**src/shared/state_readback_regs.svh**
```systemverilog
`ifndef STATE_READBACK_REGS_SVH
`define STATE_READBACK_REGS_SVH

// byte addresses of the register map
`define CUR_STATE_OFFSET 8'h20
`define COUNTER_SNAP_OFFSET 8'h24
`define ACTION_SNAP_OFFSET 8'h28
`define ID_LOW_OFFSET 8'h2c
`define ID_HIGH_OFFSET 8'h30
`define COUNTER_SELECT_OFFSET 8'h34
`define IRQ_STATUS_OFFSET 8'h38
`define IRQ_MASK_OFFSET 8'h3c

// build configuration
`define TRIGGER_STATE_COUNT 8
`define CAPTURE_GROUP_WIDTH 128
`define ID_CAPTURE_OPTION 1
`define ID_CAPTURE_WIDTH 64

// field positions
`define FINAL_FLAG_BIT 31
`define POS1_LSB 0
`define POS2_LSB 3
`define POS3_LSB 6
`define POS4_LSB 9
`define SELECT_FIELD_W 3
`define IRQ_FINAL_BIT 0
`define IRQ_ID_BIT 1

// reset values
`define STATE_RESET 8'h01
`define COUNTER_SELECT_RESET 12'h000
`define IRQ_MASK_RESET 2'h0

// bus answers
`define RESP_OKAY 2'h0
`define RESP_SLVERR 2'h2

`endif

```
**src/shared/state_readback_pkg.sv**
```systemverilog
package state_readback_pkg;

    typedef enum {RD_IDLE, RD_RESP} rd_state_t;
    typedef enum {WR_COLLECT, WR_RESP} wr_state_t;
    typedef enum {
        SEL_CUR_STATE, SEL_COUNTER_SNAP, SEL_ACTION_SNAP, SEL_ID_LOW,
        SEL_ID_HIGH, SEL_COUNTER_SELECT, SEL_IRQ_STATUS, SEL_IRQ_MASK, SEL_NONE
    } reg_sel_t;

    typedef struct packed {
        logic [7:0] held_state;
        logic final_flag;
        logic run_d;
        logic final_rise;
        logic [31:0] counter_snap;
        logic [7:0] action_snap;
    } snap_state_t;

    typedef struct packed {
        logic [63:0] id_value;
        logic id_rise;
    } id_state_t;

endpackage

```
**src/shared/snap_if.sv**
```systemverilog
`timescale 1ns/1ps
interface snap_if;
    logic snap_strobe;
    logic [31:0] state_word;
    logic [31:0] counter_snap;
    logic [7:0] action_snap;
    logic final_flag;
    logic final_rise;
    logic [63:0] id_value;
    logic id_rise;

    modport top (
        output snap_strobe,
        input state_word, counter_snap, action_snap, final_flag, final_rise,
        input id_value, id_rise
    );
    modport snap (
        input snap_strobe,
        output state_word, counter_snap, action_snap, final_flag, final_rise
    );
    modport idcap (
        output id_value, id_rise
    );
endinterface

```
**src/verilog/state_snapshot.sv**
```systemverilog
`timescale 1ns/1ps
`include "state_readback_regs.svh"
module state_snapshot (
    input wire logic aclk,
    input wire logic aresetn,
    input wire logic run_control,
    input wire logic [7:0] trig_state,
    input wire logic state_advance,
    input wire logic [7:0] advance_target,
    input wire logic count_break_final,
    input wire logic [31:0] counter_value,
    input wire logic [7:0] action_levels,
    snap_if.snap bus
);
    import state_readback_pkg::*;

    snap_state_t s_reg;
    snap_state_t s_next;
    logic [7:0] live_state;
    logic [7:0] shown_state;
    logic set_final;

    always_comb begin
        live_state = trig_state & 8'((1 << `TRIGGER_STATE_COUNT) - 1);
        // loop break at final count or advance into a zero selection
        set_final = count_break_final || (state_advance && advance_target == 8'h00);
        s_next = s_reg;
        s_next.run_d = run_control;
        s_next.final_rise = set_final && !s_reg.final_flag;
        // new run clears the flag, a simultaneous set still wins
        if (run_control && !s_reg.run_d) begin
            s_next.final_flag = 1'b0;
        end
        if (set_final) begin
            s_next.final_flag = 1'b1;
        end
        if (set_final && !s_reg.final_flag) begin
            s_next.held_state = live_state;
        end
        // counter and action caught on the same edge as the state read
        if (bus.snap_strobe) begin
            s_next.counter_snap = counter_value;
            s_next.action_snap = action_levels;
        end
        shown_state = s_reg.final_flag ? s_reg.held_state : live_state;
        bus.state_word = 32'h0000_0000;
        bus.state_word[`FINAL_FLAG_BIT] = s_reg.final_flag;
        if (run_control) begin
            bus.state_word[7:0] = shown_state;
        end
        bus.counter_snap = s_reg.counter_snap;
        bus.action_snap = s_reg.action_snap;
        bus.final_flag = s_reg.final_flag;
        bus.final_rise = s_reg.final_rise;
    end

    always_ff @(posedge aclk) begin
        if (!aresetn) begin
            s_reg <= '0;
            s_reg.held_state <= `STATE_RESET;
        end else begin
            s_reg <= s_next;
        end
    end
endmodule

```
**src/verilog/id_capture.sv**
```systemverilog
`timescale 1ns/1ps
`include "state_readback_regs.svh"
module id_capture (
    input wire logic aclk,
    input wire logic aresetn,
    input wire logic addr_req_match,
    input wire logic [63:0] txn_id,
    snap_if.idcap bus
);
    import state_readback_pkg::*;

    id_state_t s_reg;
    id_state_t s_next;

    always_comb begin
        s_next = s_reg;
        s_next.id_rise = 1'b0;
        if (`ID_CAPTURE_OPTION == 1 && addr_req_match) begin
            s_next.id_value = txn_id;
            s_next.id_rise = 1'b1;
        end
        bus.id_value = s_reg.id_value;
        bus.id_rise = s_reg.id_rise;
    end

    always_ff @(posedge aclk) begin
        if (!aresetn) begin
            s_reg <= '0;
        end else begin
            s_reg <= s_next;
        end
    end
endmodule

```
**src/verilog/state_readback.sv**
```systemverilog
// Functional notes
// - counter select bits 2:0 pick position one, bits 5:3 position two
// - bits 8:6 and 11:9 pick positions three, four only above 64-bit groups
// - reading current state also latches counter and action snapshots
// - current state bit 31 is one once the final flag is set, else zero
// - final flag set by final loop count or advance to zero selection
// - low bits show one-hot state while run is set, zero otherwise
// - after final flag, state field holds the state active at that moment
// - counter snapshot returns value caught at the last current-state read
// - counter snapshot after final state may be unpredictable
// - action snapshot: 7:4 output value, 3 trace, 2 clock stop, 1:0 triggers
// - address-request match captures the transaction identifier
// - identifier bits 31:0 in low register, 63:32 in high register
// - each select field chooses states 0 to 7; 4-7 need eight states
//
// The AXI4-Lite register port was chosen for this implementation.
`timescale 1ns/1ps
`include "state_readback_regs.svh"
module state_readback (
    input wire logic aclk,
    input wire logic aresetn,

    // register bus
    input wire logic [7:0] s_axi_awaddr,
    input wire logic [2:0] s_axi_awprot,
    input wire logic s_axi_awvalid,
    output logic s_axi_awready,
    input wire logic [31:0] s_axi_wdata,
    input wire logic [3:0] s_axi_wstrb,
    input wire logic s_axi_wvalid,
    output logic s_axi_wready,
    output logic [1:0] s_axi_bresp,
    output logic s_axi_bvalid,
    input wire logic s_axi_bready,

    input wire logic [7:0] s_axi_araddr,
    input wire logic [2:0] s_axi_arprot,
    input wire logic s_axi_arvalid,
    output logic s_axi_arready,
    output logic [31:0] s_axi_rdata,
    output logic [1:0] s_axi_rresp,
    output logic s_axi_rvalid,
    input wire logic s_axi_rready,

    // analyzer side
    input wire logic run_control,
    input wire logic [7:0] trig_state,
    input wire logic state_advance,
    input wire logic [7:0] advance_target,
    input wire logic count_break_final,
    input wire logic [31:0] counter_value,
    input wire logic [7:0] action_levels,
    input wire logic addr_req_match,
    input wire logic [63:0] txn_id,

    // trace packer side
    output logic [2:0] pos1_select,
    output logic [2:0] pos2_select,
    output logic [2:0] pos3_select,
    output logic [2:0] pos4_select,
    output logic final_state_flag,
    output logic irq
);
    import state_readback_pkg::*;

    typedef struct packed {
        // write channel
        wr_state_t wr_state;
        logic awready;
        logic wready;
        logic aw_held;
        logic w_held;

        logic [7:0] awaddr;
        logic [31:0] wdata;
        logic [3:0] wstrb;

        logic bvalid;
        logic [1:0] bresp;

        // read channel
        rd_state_t rd_state;
        logic arready;

        logic rvalid;
        logic [31:0] rdata;
        logic [1:0] rresp;

        // registers
        logic [11:0] counter_select;
        logic [1:0] irq_status;
        logic [1:0] irq_mask;

        logic irq;
        logic final_flag;

        logic [2:0] pos1;
        logic [2:0] pos2;
        logic [2:0] pos3;
        logic [2:0] pos4;
    } top_state_t;

    top_state_t s_reg;
    top_state_t s_next;
    snap_if link ();

    // word address decode, shared by read and write paths
    function automatic reg_sel_t decode(input logic [7:0] addr);
        reg_sel_t sel;
        sel = SEL_NONE;
        // unaligned never matches
        if (addr[1:0] == 2'h0) begin
            case (addr)
                `CUR_STATE_OFFSET: sel = SEL_CUR_STATE;
                `COUNTER_SNAP_OFFSET: sel = SEL_COUNTER_SNAP;
                `ACTION_SNAP_OFFSET: sel = SEL_ACTION_SNAP;
                `ID_LOW_OFFSET: sel = SEL_ID_LOW;
                `ID_HIGH_OFFSET: sel = SEL_ID_HIGH;
                `COUNTER_SELECT_OFFSET: sel = SEL_COUNTER_SELECT;
                `IRQ_STATUS_OFFSET: sel = SEL_IRQ_STATUS;
                `IRQ_MASK_OFFSET: sel = SEL_IRQ_MASK;
                default: sel = SEL_NONE;
            endcase
        end
        return sel;
    endfunction

    // a select naming a state that is not built is driven to the trace packer as state 0
    function automatic logic [2:0] legal_state(input logic [2:0] sel);
        logic [2:0] r;
        r = sel;
        if (32'(sel) >= `TRIGGER_STATE_COUNT) begin
            r = 3'h0;
        end
        return r;
    endfunction

    // byte-lane merge of a write into a 32-bit image
    function automatic logic [31:0] merge(input logic [31:0] old, input logic [31:0] data,
                                          input logic [3:0] strb);
        logic [31:0] r;
        r = old;
        // only enabled lanes change
        for (int i = 0; i < 4; i++) begin
            if (strb[i]) begin
                r[8*i +: 8] = data[8*i +: 8];
            end
        end
        return r;
    endfunction

    // snapshots
    state_snapshot i_state_snapshot (
        .aclk(aclk),
        .aresetn(aresetn),
        .run_control(run_control),
        .trig_state(trig_state),
        .state_advance(state_advance),
        .advance_target(advance_target),
        .count_break_final(count_break_final),
        .counter_value(counter_value),
        .action_levels(action_levels),
        .bus(link.snap)
    );

    // identifier capture
    id_capture i_id_capture (
        .aclk(aclk),
        .aresetn(aresetn),
        .addr_req_match(addr_req_match),
        .txn_id(txn_id),
        .bus(link.idcap)
    );

    // decode and write helpers
    reg_sel_t rd_sel;
    reg_sel_t wr_sel;
    logic ar_take;
    logic [1:0] irq_events;
    logic [1:0] irq_clear;
    logic [31:0] rd_word;
    logic [31:0] merged;

    always_comb begin
        // all holds by default
        s_next = s_reg;
        rd_sel = decode(s_axi_araddr);
        wr_sel = decode(s_reg.awaddr);
        ar_take = s_axi_arvalid && s_reg.arready;
        irq_clear = 2'h0;
        merged = 32'h0000_0000;
        rd_word = 32'h0000_0000;

        // read path: the state read drives the snapshot strobe
        link.snap_strobe = ar_take && rd_sel == SEL_CUR_STATE;

        // unmapped words read zero
        case (rd_sel)
            SEL_CUR_STATE: rd_word = link.state_word;
            SEL_COUNTER_SNAP: rd_word = link.counter_snap;
            SEL_ACTION_SNAP: rd_word = {24'h00_0000, link.action_snap};
            SEL_ID_LOW: rd_word = link.id_value[31:0];
            SEL_ID_HIGH: rd_word = link.id_value[63:32];
            SEL_COUNTER_SELECT: rd_word = {20'h0_0000, s_reg.counter_select};
            SEL_IRQ_STATUS: rd_word = {30'h0000_0000, s_reg.irq_status};
            SEL_IRQ_MASK: rd_word = {30'h0000_0000, s_reg.irq_mask};
            default: rd_word = 32'h0000_0000;
        endcase

        // one read at a time
        case (s_reg.rd_state)
            RD_IDLE: begin
                if (ar_take) begin
                    s_next.arready = 1'b0;
                    s_next.rvalid = 1'b1;
                    s_next.rdata = rd_word;
                    s_next.rresp = (rd_sel == SEL_NONE) ? `RESP_SLVERR : `RESP_OKAY;
                    s_next.rd_state = RD_RESP;
                end
            end

            RD_RESP: begin
                if (s_axi_rready) begin
                    s_next.rvalid = 1'b0;
                    s_next.arready = 1'b1;
                    s_next.rd_state = RD_IDLE;
                end
            end
            default: s_next.rd_state = RD_IDLE;
        endcase

        // write path: address and data taken in either order
        case (s_reg.wr_state)
            WR_COLLECT: begin
                if (s_axi_awvalid && s_reg.awready) begin
                    s_next.awready = 1'b0;
                    s_next.aw_held = 1'b1;
                    s_next.awaddr = s_axi_awaddr;
                end

                if (s_axi_wvalid && s_reg.wready) begin
                    s_next.wready = 1'b0;
                    s_next.w_held = 1'b1;
                    s_next.wdata = s_axi_wdata;
                    s_next.wstrb = s_axi_wstrb;
                end

                // both halves held
                if (s_reg.aw_held && s_reg.w_held) begin
                    s_next.aw_held = 1'b0;
                    s_next.w_held = 1'b0;
                    s_next.bvalid = 1'b1;
                    s_next.bresp = `RESP_OKAY;
                    s_next.wr_state = WR_RESP;
                    case (wr_sel)
                        SEL_COUNTER_SELECT: begin
                            merged = merge({20'h0_0000, s_reg.counter_select},
                                           s_reg.wdata, s_reg.wstrb);
                            s_next.counter_select = merged[11:0];
                        end
                        SEL_IRQ_STATUS: begin
                            if (s_reg.wstrb[0]) begin
                                irq_clear = s_reg.wdata[1:0];
                            end
                        end
                        SEL_IRQ_MASK: begin
                            if (s_reg.wstrb[0]) begin
                                s_next.irq_mask = s_reg.wdata[1:0];
                            end
                        end
                        SEL_NONE: s_next.bresp = `RESP_SLVERR;
                        default: s_next.bresp = `RESP_OKAY;
                    endcase
                end
            end

            WR_RESP: begin
                if (s_axi_bready) begin
                    s_next.bvalid = 1'b0;
                    s_next.awready = 1'b1;
                    s_next.wready = 1'b1;
                    s_next.wr_state = WR_COLLECT;
                end
            end
            default: s_next.wr_state = WR_COLLECT;
        endcase

        // sticky events, write one to clear, a new event wins
        irq_events = 2'h0;
        irq_events[`IRQ_FINAL_BIT] = link.final_rise;
        irq_events[`IRQ_ID_BIT] = link.id_rise;
        s_next.irq_status = (s_reg.irq_status & ~irq_clear) | irq_events;
        s_next.irq = |(s_next.irq_status & s_next.irq_mask);
        // one cycle behind the snapshot
        s_next.final_flag = link.final_flag;

        // position selects handed to the trace packer
        s_next.pos1 = legal_state(s_next.counter_select[`POS1_LSB +: `SELECT_FIELD_W]);
        s_next.pos2 = legal_state(s_next.counter_select[`POS2_LSB +: `SELECT_FIELD_W]);
        s_next.pos3 = 3'h0;
        s_next.pos4 = 3'h0;

        // wide groups only
        if (`CAPTURE_GROUP_WIDTH > 64) begin
            s_next.pos3 = legal_state(s_next.counter_select[`POS3_LSB +: `SELECT_FIELD_W]);
            s_next.pos4 = legal_state(s_next.counter_select[`POS4_LSB +: `SELECT_FIELD_W]);
        end
    end

    // reset leaves every channel ready
    always_ff @(posedge aclk) begin
        if (!aresetn) begin
            s_reg <= '0;
            s_reg.wr_state <= WR_COLLECT;
            s_reg.rd_state <= RD_IDLE;
            s_reg.awready <= 1'b1;
            s_reg.wready <= 1'b1;
            s_reg.arready <= 1'b1;
            s_reg.counter_select <= `COUNTER_SELECT_RESET;
            s_reg.irq_mask <= `IRQ_MASK_RESET;
        end else begin
            s_reg <= s_next;
        end
    end

    // outputs straight from flops
    assign s_axi_awready = s_reg.awready;
    assign s_axi_wready = s_reg.wready;
    assign s_axi_bvalid = s_reg.bvalid;
    assign s_axi_bresp = s_reg.bresp;
    assign s_axi_arready = s_reg.arready;
    assign s_axi_rvalid = s_reg.rvalid;
    assign s_axi_rdata = s_reg.rdata;
    assign s_axi_rresp = s_reg.rresp;

    assign pos1_select = s_reg.pos1;
    assign pos2_select = s_reg.pos2;
    assign pos3_select = s_reg.pos3;
    assign pos4_select = s_reg.pos4;

    assign final_state_flag = s_reg.final_flag;
    assign irq = s_reg.irq;
endmodule

```
**config.mk**
```make
export PLATFORM = sky130hd
export DESIGN_NAME = state_readback
export DESIGN_NICKNAME = d
export VERILOG_FILES = /design/src/shared/state_readback_pkg.sv /design/src/shared/snap_if.sv /design/src/verilog/state_snapshot.sv /design/src/verilog/id_capture.sv /design/src/verilog/state_readback.sv
export VERILOG_INCLUDE_DIRS = /design/src /design/src/shared
export SDC_FILE = /design/constraint.sdc
export NUM_CORES = 1
export LEC_CHECK = 0
export BUFFER_PORTS_ARGS = -buffer_cell sky130_fd_sc_hd__buf_2
export CAP_MARGIN = 5
export CORE_UTILIZATION = 40
export CTS_CLUSTER_DIAMETER = 150
export CTS_CLUSTER_SIZE = 16
export DETAILED_ROUTE_END_ITERATION = 10
export PLACE_DENSITY = 0.75
export SLEW_MARGIN = 40
export SYNTH_ARGS = -nofsm -noshare
export SYNTH_HDL_FRONTEND = slang
export SYNTH_SLANG_ARGS = --single-unit
```
**constraint.sdc**
```tcl
create_clock -name aclk -period 2.1 [get_ports aclk]
set_input_delay 0.21 -clock aclk [delete_from_list [all_inputs] [get_ports aclk]]
set_output_delay 0.21 -clock aclk [all_outputs]
set_load 0.05 [all_outputs]
```
==> results.json, run 1 <==
{
  "maxCapViolCount": 0,
  "dr.first_iter.drc_count": 303,
  "holdWs_ns": 0.0138,
  "end_kind": "flop",
  "grt_start_max_net_pins": 66,
  "vias": 6921,
  "skew_ns": 0.00800,
  "portBuffers": 213,
  "tns_ns": 0,
  "synthFlopType": "dfxtp_1",
  "regToRegSetupSlack_ns": 0.45,
  "grt_pass1_vias": 6764,
  "whs_endpoint": "i_state_snapshot.s_reg[49]$_SDFFE_PN0P_",
  "p_sw_share_pct": 24.8,
  "worstPathRequired_ns": 2.41,
  "cts_tree": "done",
  "postCtsResizedCells": 0,
  "final-max-slew-violation-count": 0,
  "finalCritPeriodShare_pct": 78.7,
  "dieArea_mm2": 0.0217,
  "seqPwrFrac_pct": 49.1,
  "ys_seq_area_share_pct": 47.2,
  "drt_wl_total_um": 22700,
  "clock_path_buffers": 2,
  "nFillCells": 1923,
  "diodes": 0,
  "rsz0062_at_grt": "no",
  "crit_type": "flop to flop",
  "avgSynthCellArea_um2": 9.30,
  "stdcell_area_mm2": 0.0104,
  "syn2layout_area_growth_pct": 22.9,
  "postRouteAntennaNets": 0,
  "gp_congestion": 0.859,
  "ir_drop_mv": 0.495,
  "numCtsBuffers": 17,
  "placed_cell_area_mm2": 0.00951,
  "fin_crit_ns": 1.65,
  "drive_above_1_share_pct": 26.5,
  "htreeDepth": 4,
  "min_from": "trig_state[6]",
  "start_util_pct": 41.2,
  "crit_fanout": 4,
  "hp-class": "primary input to flop",
  "first_pass_iters": 5,
  "avgViaCountPerCell": 5.06,
  "ys_async_sr_fraction_pct": 0,
  "hpwl_um": 16500,
  "grt_overflow": 0,
  "synth.distinct_cells": 55,
  "p_sw_mw": 2.02,
  "startpoint_type": "flop",
  "coreArea_mm2": 0.0205,
  "final_common_cell": "buf_2",
  "status": "complete, no violations",
  "p_leak_nw": 4.53,
  "setup_viol": 0,
  "relSlewSlack_pct": 49.3,
  "grt_antenna_before_repair": 2,
  "clock_sinks": 199,
  "largest_register_ffs": 64,
  "die_w_um": 147,
  "max_slew.worst_pin.slew_ns": 0.759,
  "synth_warnings": 0,
  "num_rows": 52,
  "grt_pass1_wl_um": 36100,
  "hold_viol_final": 0,
  "nets": 1274,
  "track_usage_pct": 21.5,
  "r2r_start": "s_reg[137]$_SDFFE_PN0P_",
  "postSynthCellCount": 908,
  "synth_edf_count": 0,
  "dieHeight_um": 147,
  "clkTransAtPathRegs_ns": 0.07,
  "io_pins": 244,
  "rr_worst_depth": 6,
  "ys_ff_latch": 199,
  "clkLatencyLatePin_ns": 0.43,
  "max_freq_mhz": 605,
  "drc": 0,
  "internal-power_mw": 6.11,
  "min_path_cells": 3,
  "netlist_area_mm2": 0.00845,
  "worstPathArrival_ns": 1.96,
  "final_cell_mix": "buf_2, dfxtp_1, nand2_1, mux2i_1, nor2_1",
  "wire_per_inst_um": 16.6,
  "clkPwrFrac_pct": 41.7,
  "p_comb_share_pct": 9.2,
  "clk_root_buffer_cell": "clkbuf_16",
  "rr_endpoint": "s_reg[29]$_SDFFE_PN0P_",
  "powerDensity_mw_per_mm2": 783
}
-- worst max path at each step --
| stage | start | to | slack, ns | cells past startpoint |
|---|---|---|---|---|
| after global placement | s_axi_araddr[1] | s_axi_rdata[23]$_SDFFE_PN0P_ | 0.24 | 7 |
| after global routing | s_reg[137]$_SDFFE_PN0P_ | s_reg[26]$_SDFFE_PN0P_ | 0.32 | 6 |
| final | s_reg[137]$_SDFFE_PN0P_ | s_reg[29]$_SDFFE_PN0P_ | 0.45 | 6 |
| after floorplan | s_axi_arready$_SDFFE_PN1P_ | s_axi_rdata[12]$_SDFFE_PN0P_ | 0.16 | 4 |
| after detailed placement | s_axi_araddr[1] | s_axi_rdata[0]$_SDFFE_PN0P_ | 0.19 | 7 |
| after CTS | s_reg[137]$_SDFFE_PN0P_ | s_reg[29]$_SDFFE_PN0P_ | 0.42 | 6 |
-- cells in the mapped netlist, drive strengths merged (2+ instances only) --
library cell,instances,share of area (%)
a21oi,30,1.8
o22ai,3,0.22
a311oi,2,0.21
dfxtp,199,47
nor2,83,3.7
nor2b,27,2.0
and3,2,0.15
inv,6,0.27
o2bb2ai,19,2.0
clkbuf,45,2.0
nand3,2,0.12
a21boi,39,3.5
or2,2,0.15
nor3,6,0.53
nand2,143,6.4
nand4b,4,0.41
mux2i,101,12
a222oi,2,0.24
a22o,28,2.9
buf,63,5.2
a22oi,28,2.5
nand4,4,0.30
nor4b,4,0.67
o21ai,25,1.5
nand3b,4,0.36
o2111ai,3,0.31
o211ai,3,0.27
a21o,2,0.18
nand2b,3,0.22
mux2,8,1.1
and2,4,0.30
-- per-layer routing --
layer	wire, um	track usage [%]
met4	555	7.99
met2	10600	35.3
met5	22	0
met1	10100	27.4
met3	1460	5.06
-- cells by family after synthesis --
logic type / count (synthesis) / share of synthesized area, %
and+or+nand+nor: 295 / 16.0
buffers and inverters: 114 / 7.48
muxes: 110 / 13.3
DFF: 199 / 47.2
AOI/OAI and AO/OA: 189 / 16.0
other: 1 / 0.0444
-- worst max-delay path: stages, from the launching register on --
cell      delay, ns
dfxtp_1        0.32
or2_1          0.25
nor4_1         0.27
buf_4          0.17
nand4b_1       0.25
mux2i_1        0.23
nor2_1         0.05
-- repair_timing --
action,CTS,global route
setup buffers,0,0
endpoints found under the hold margin,26,0
hold buffers,26,0
-- area by class of cell --
class	instances	area [um^2]	share of cell area [%]
flip-flops and latches	199	3980	38.4
clock buffers	19	453	4.36
well taps	270	338	3.25
inverters	6	23.8	0.229
repair buffers	265	1570	15.2
multi-input cells	596	3850	37.1
clock inverters	13	159	1.53
-- through the flow --
step	setup WS, ns	power (mW)	std cells	util (%)
floorplan	0.164	4.49	909	-
finish	0.447	8.13	1368	50.7
global placement	0.236	4.77	1310	46.4
CTS	0.420	8.22	1368	50.7
detailed placement	0.192	4.79	1310	46.4
global route	0.316	8.48	1368	50.7
-- power by group through the flow --
| stage | Combinational [mW] | Clock, mW | Sequential, mW |
|---|---|---|---|
| floorplan | 0.411 | 0 | 4.08 |
| global placement | 0.702 | 0 | 4.07 |
| detailed placement | 0.714 | 0 | 4.08 |
| CTS | 0.755 | 3.47 | 3.99 |
| global route | 0.826 | 3.65 | 4.01 |
| finish | 0.751 | 3.39 | 3.99 |
(Power assumes the default switching activity.)
==> run 2: changes to the inputs <==
- ABC_AREA: unset -> 1
- PLACE_DENSITY: 0.75 -> 0.78
- clock period: 2.1 -> 1.4 ns (I/O delays scaled with it)
==> run 2 against run 1 <==
Effect of this change:
- die area increased by 0.85%
- largest cell class unchanged
- cell area is 12% higher
- sequential share of layout area down 4.0 points
- area after synthesis increased by 0.86%
- synthesized cell count rose by 29%
==> results.json, run 2 <==
{
  "status": "complete, no violations",
  "synthTopCellsByCount": "nor2_1, dfxtp_1, nand2_1",
  "max_freq_mhz": 740,
  "worstPathRequired_ns": 1.72,
  "crit_fanout": 14,
  "avgSynthCellArea_um2": 7.26,
  "r2r_start": "s_reg[149]$_SDFFE_PN0P_",
  "synth_top_area_share_pct": 46.8,
  "maxCapViolCount": 0,
  "placed_cell_area_mm2": 0.00974,
  "skew_ns": 0.00773,
  "power_mw": 12.8,
  "hp-class": "primary input to flop",
  "wire_per_inst_um": 15.7,
  "synth_edf_count": 0,
  "drive_above_1_share_pct": 22.2,
  "grt_overflow": 0,
  "powerDensity_mw_per_mm2": 1100,
  "rr_worst_depth": 6,
  "hold_viol_final": 0,
  "drc": 0,
  "io_pins": 244,
  "track_usage_pct": 25.1,
  "final_cell_mix": "nor2_1, buf_2, dfxtp_1, nand2_1, dlygate4sd3_1",
  "final-max-slew-violation-count": 0,
  "gp_congestion": 0.892,
  "end_kind": "flop",
  "place_ws_ns": -0.0813,
  "clock_sinks": 199,
  "dieArea_mm2": 0.0219,
  "path_cells": "inv_1 > buf_4 > nand3_2 > buf_4 > o21ai_0 > nor2_1",
  "crit_path_frequent_cell": "buf_4",
  "clkLatencyLatePin_ns": 0.43,
  "grt_start_max_net_pins": 61,
  "ys_seq_area_share_pct": 46.8,
  "fin_crit_ns": 1.35,
  "htreeDepth": 4,
  "hpwl_um": 18300,
  "worstPathArrival_ns": 1.67,
  "synth.area.top_cells": "dfxtp_1, nor2_1, nand2_1, o21ai_0, nand3_1",
  "max_stage_delay_ns": 0.33,
  "nets": 1642,
  "finalCritPeriodShare_pct": 96.5,
  "netlist_area_mm2": 0.00852,
  "dieHeight_um": 148,
  "setup_viol": 0,
  "coreArea_mm2": 0.0210,
  "die_w_um": 148,
  "crit_start": "s_reg[149]$_SDFFE_PN0P_",
  "postSynthCellCount": 1174,
  "first_pass_iters": 6,
  "rr_endpoint": "s_reg[109]$_SDFFE_PN0P_",
  "stdcell_area_mm2": 0.0116,
  "synth.distinct_cells": 27,
  "ir_drop_mv": 0.762,
  "ys_async_sr_fraction_pct": 0,
  "numCtsBuffers": 17,
  "cp-endpoint": "s_reg[109]$_SDFFE_PN0P_",
  "vias": 9054,
  "synthFlopType": "dfxtp_1",
  "placedCellCount": 1590,
  "yosysMostFrequentCell": "nor2_1",
  "grt_pass1_wl_um": 42700,
  "clock_path_buffers": 2,
  "synth_warnings": 0,
  "crit_type": "flop to flop",
  "start_util_pct": 40.6,
  "avgViaCountPerCell": 5.19,
  "cts_tree": "done",
  "regToRegSetupSlack_ns": 0.05,
  "num_rows": 53,
  "synth_top_area_cell": "dfxtp_1",
  "ys_ff_latch": 199,
  "largest_register_ffs": 64,
  "clkTransAtPathRegs_ns": 0.07,
  "clk_root_buffer_cell": "clkbuf_16",
  "slowest_stage": "dfxtp_1",
  "final_common_cell": "nor2_1",
  "portBuffers": 213,
  "dr.first_iter.drc_count": 855,
  "startpoint_type": "flop",
  "layout_setup_ws_ns": 0.0486,
  "rsz0062_at_grt": "yes",
  "fin_cells": 1745,
  "postRouteAntennaNets": 0,
  "grt_pass1_vias": 8480,
  "grt_antenna_before_repair": 2,
  "drt_wl_total_um": 27400,
  "p_leak_nw": 5.00,
  "syn2layout_area_growth_pct": 36.4
}
run 2: timing repair:
item / CTS / global route
gates cloned: 0 / 1
setup endpoints to repair: 5 / 29
pin swaps: 0 / 2
gates resized for setup: 2 / 25
hold buffers: 117 / 0
buffers inserted: 0 / 1
endpoints found under the hold margin: 117 / 0
run 2: final cells by class:
type,count,area (um^2)
Antenna cell,4,10.0
Clock buffer,18,429
Clock inverter,14,190
Fill cell,1883,9340
Inverter,72,278
Multi-Input combinational cell,784,3600
Sequential cell,199,3990
Tap cell,275,344
Timing Repair Buffer,378,2770
Timing Repair inverter,1,7.51
run 2: cell families after synthesis:
group	Yosys count	share of synthesized area (%)
and+or+nand+nor	500	24.2
DFF	199	46.8
AOI/OAI and AO/OA	282	17.3
other	1	0.0440
buffers and inverters	192	11.6
run 2: how the worst min path moves through the flow:
| stage | end | slack (ns) | cells after the start | from |
|---|---|---|---|---|
| floorplan | i_state_snapshot.s_reg[41]$_SDFF_PN0_ | 0.23 | 2 | run_control |
| global placement | i_state_snapshot.s_reg[41]$_SDFF_PN0_ | 0.35 | 3 | run_control |
| detailed placement | i_state_snapshot.s_reg[41]$_SDFF_PN0_ | 0.35 | 3 | run_control |
| CTS | s_reg[115]$_SDFFE_PN0P_ | 0.0001 | 3 | s_axi_wdata[10] |
| global route | i_id_capture.bus.id_value[23]$_SDFFE_PN0P_ | 0.01 | 3 | txn_id[23] |
| finish | i_id_capture.bus.id_value[19]$_SDFFE_PN0P_ | 0.009 | 3 | txn_id[19] |
run 2: worst max-delay path: cells and delay by family (launching register included):
kind	cells	cell delay, ns
simple gates	2	0.23
compound gates	1	0.25
flops	1	0.33
buf+inv	3	0.43
run 2: per-stage QoR:
| step | hold WS (ns) | util [%] | TNS, ns |
|---|---|---|---|
| global route | 0.0110 | 55.4 | -0.186 |
| CTS | 0.000112 | 55.0 | 0 |
| global placement | 0.355 | 46.5 | -0.695 |
| detailed placement | 0.355 | 46.5 | -2.23 |
| finish | 0.00896 | 55.4 | 0 |
| floorplan | 0.233 | - | -0.0112 |
run 2: power breakdown:
| group | internal (mW) | total (mW) | switching (mW) |
|---|---|---|---|
| Sequential | 5.91 | 6.05 | 0.132 |
| Clock | 2.87 | 5.13 | 2.26 |
| Combinational | 0.700 | 1.60 | 0.901 |
run 2: per-layer routing:
metal / global-route usage, % / routed length [um] / vias to the layer above
met2: 38.5 / 12000 / 462
met1: 33.5 / 12200 / 4124
met4: 13.1 / 1270 / 0
met5: 0 / 0 / -
met3: 4.81 / 1980 / 110
li1: - / - / 4358
==> run 3: changes to the inputs <==
- SETUP_SLACK_MARGIN: unset -> 0.3
==> run 3 against run 2 <==
Effect of this change:
- the flow now finishes with violations (setup timing)
- total power rose by 7.3%
- via count up 12%
- sequential power increased by 0.7%
- worst setup slack worse by 0.19 ns
- flip-flop and latch count stayed put
- combinational power increased by 42%
- non-clock buffer count rose by 53
- final cell count increased by 3.1%
- clock power rose by 4.1%
- global-route usage up 4.0 points
- critical endpoint is now s_reg[28]$_SDFFE_PN0P_
==> results.json, run 3 (synthesized netlist as in run 2, its figures left out) <==
{
  "status": "finished, violations left",
  "violations": "setup timing",
  "rsz0062_at_grt": "yes",
  "syn2layout_area_growth_pct": 66.5,
  "grt_pass1_vias": 9450,
  "coreArea_mm2": 0.0210,
  "whs_endpoint": "i_id_capture.bus.id_value[23]$_SDFFE_PN0P_",
  "first_pass_iters": 6,
  "max_freq_mhz": 648,
  "wl_met1_um": 13900,
  "io_pins": 244,
  "track_usage_pct": 29.1,
  "htreeDepth": 4,
  "wl_met2_um": 16800,
  "worstPathArrival_ns": 1.86,
  "worstPathRequired_ns": 1.72,
  "hold_viol_final": 0,
  "layout_setup_ws_ns": -0.143,
  "clk_root_buffer_cell": "clkbuf_16",
  "drc": 0,
  "clock_sinks": 199,
  "num_rows": 53,
  "powerDensity_mw_per_mm2": 966,
  "portBuffers": 213,
  "drive_above_1_share_pct": 39.5,
  "finalCritPeriodShare_pct": 110,
  "fin_crit_ns": 1.54,
  "min_path_cells": 3,
  "hp-class": "primary input to flop",
  "final-max-slew-violation-count": 0,
  "drt_wl_total_um": 36100,
  "clkLatencyLatePin_ns": 0.45,
  "vias": 10169,
  "dieArea_mm2": 0.0219,
  "avgViaCountPerCell": 5.65,
  "skew_ns": 0.0199,
  "startpoint_type": "flop",
  "clkTransAtPathRegs_ns": 0.08,
  "dr.first_iter.drc_count": 1260,
  "stdcell_area_mm2": 0.0142,
  "final_cell_mix": "nor2_1, buf_2, dfxtp_1, nand2_1, dlygate4sd3_1",
  "relSlewSlack_pct": 61.3,
  "setup_viol": 2,
  "start_util_pct": 40.6,
  "gp_congestion": 0.907,
  "largest_register_ffs": 64,
  "final_common_cell": "nor2_1",
  "numCtsBuffers": 17,
  "crit_fanout": 8,
  "die_w_um": 148,
  "rr_worst_depth": 5,
  "regToRegSetupSlack_ns": -0.14,
  "wl_met3_um": 3110,
  "dieHeight_um": 148,
  "p_leak_nw": 6.01,
  "top_layer": "met5",
  "min_from": "txn_id[23]",
  "hpwl_um": 18300,
  "ir_drop_mv": 0.685,
  "postRouteAntennaNets": 0,
  "nFillCells": 1446,
  "r2r_start": "s_reg[144]$_SDFFE_PN0P_",
  "max_slew.worst_pin.slew_ns": 0.581,
  "placed_cell_area_mm2": 0.00976,
  "holdWs_ns": 0.00701,
  "power_mw": 13.7,
  "grt_pass1_wl_um": 49500,
  "end_kind": "flop",
  "grt_overflow": 0,
  "nets": 1695,
  "rr_endpoint": "s_reg[28]$_SDFFE_PN0P_",
  "clock_path_buffers": 2,
  "maxCapViolCount": 0,
  "crit_type": "flop to flop",
  "tns_ns": -0.257,
  "grt_antenna_before_repair": 3,
  "cts_tree": "done",
  "grt_start_max_net_pins": 92,
  "fin_util_pct": 67.7,
  "wire_per_inst_um": 20.1
}
run 3: changes by cell type in the layout (fill, tap and decap cells not counted), moves of 35 or more:
| cell | delta |
|---|---|
| buf_2 | -53 |
| buf_8 | +36 |
| dfxtp_1 | -59 |
| dfxtp_2 | +41 |
| nor2_1 | -51 |
| nor2_4 | +41 |
| o21ai_1 | -35 |
run 3: worst max-delay path by stage:
stage                                                               endpoint  cells after the start  slack, ns                                    startpoint
after global routing                                  s_reg[28]$_SDFFE_PN0P_                      5      -0.18                       s_reg[144]$_SDFFE_PN0P_
after CTS                                        s_axi_rdata[1]$_SDFFE_PN0P_                      9       0.13  i_state_snapshot.bus.final_flag$_SDFFE_PN0P_
after global placement    i_state_snapshot.bus.counter_snap[10]$_SDFFE_PN0P_                      9      -0.06                               s_axi_araddr[1]
final                                                 s_reg[28]$_SDFFE_PN0P_                      5      -0.14                       s_reg[144]$_SDFFE_PN0P_
after detailed placement  i_state_snapshot.bus.counter_snap[10]$_SDFFE_PN0P_                      9       -0.1                               s_axi_araddr[7]
after floorplan                                 s_axi_rdata[10]$_SDFFE_PN0P_                      6       0.20                    s_axi_arready$_SDFFE_PN1P_
run 3: power by group:
part / switching (mW) / internal, mW
clock network: 2.33 / 3.01
logic: 1.22 / 1.05
registers: 0.189 / 5.90
total: 3.74 / 9.96
run 3: timing repair:
| action | 4_1_cts | 5_1_grt |
|---|---|---|
| gates resized for setup | 314 | 222 |
| hold endpoints to repair | 116 | 1 |
| setup endpoints to repair | 171 | 148 |
| setup buffers | 29 | 19 |
| hold buffers | 116 | 1 |
| pin swaps | 30 | 55 |
| gates cloned | 11 | 3 |
run 3: cell type report:
cell class / count / area (um^2) / share of cell area [%]
Timing Repair Buffer: 431 / 4110 / 29.0
Clock inverter: 11 / 159 / 1.12
Sequential cell: 199 / 4110 / 29.0
Antenna cell: 5 / 12.5 / 0.0882
Inverter: 72 / 319 / 2.25
Clock buffer: 21 / 472 / 3.33
Tap cell: 275 / 344 / 2.43
Multi-Input combinational cell: 784 / 4630 / 32.6
Timing Repair inverter: 1 / 30.0 / 0.212
run 3: metal layers:
| metal | vias up | GRT usage [%] |
|---|---|---|
| met5 | - | 0 |
| met1 | 4781 | 37.2 |
| li1 | 4480 | - |
| met4 | 2 | 17.5 |
| met2 | 699 | 45.7 |
| met3 | 207 | 5.49 |
run 3: worst max-delay path: stages (launching register included):
cell and delay, ns:
dfxtp_2 0.34, nor2_4 0.14, nand3_4 0.13, nor2_4 0.26, nand3_4 0.18, a21oi_1 0.38
run 3: metrics by stage:
stage | cells | setup WS [ns]
after global routing | 1796 | -0.177
after floorplan | 1175 | 0.204
after global placement | 1583 | -0.0635
after detailed placement | 1583 | -0.0970
after CTS | 1771 | 0.128
final | 1799 | -0.143
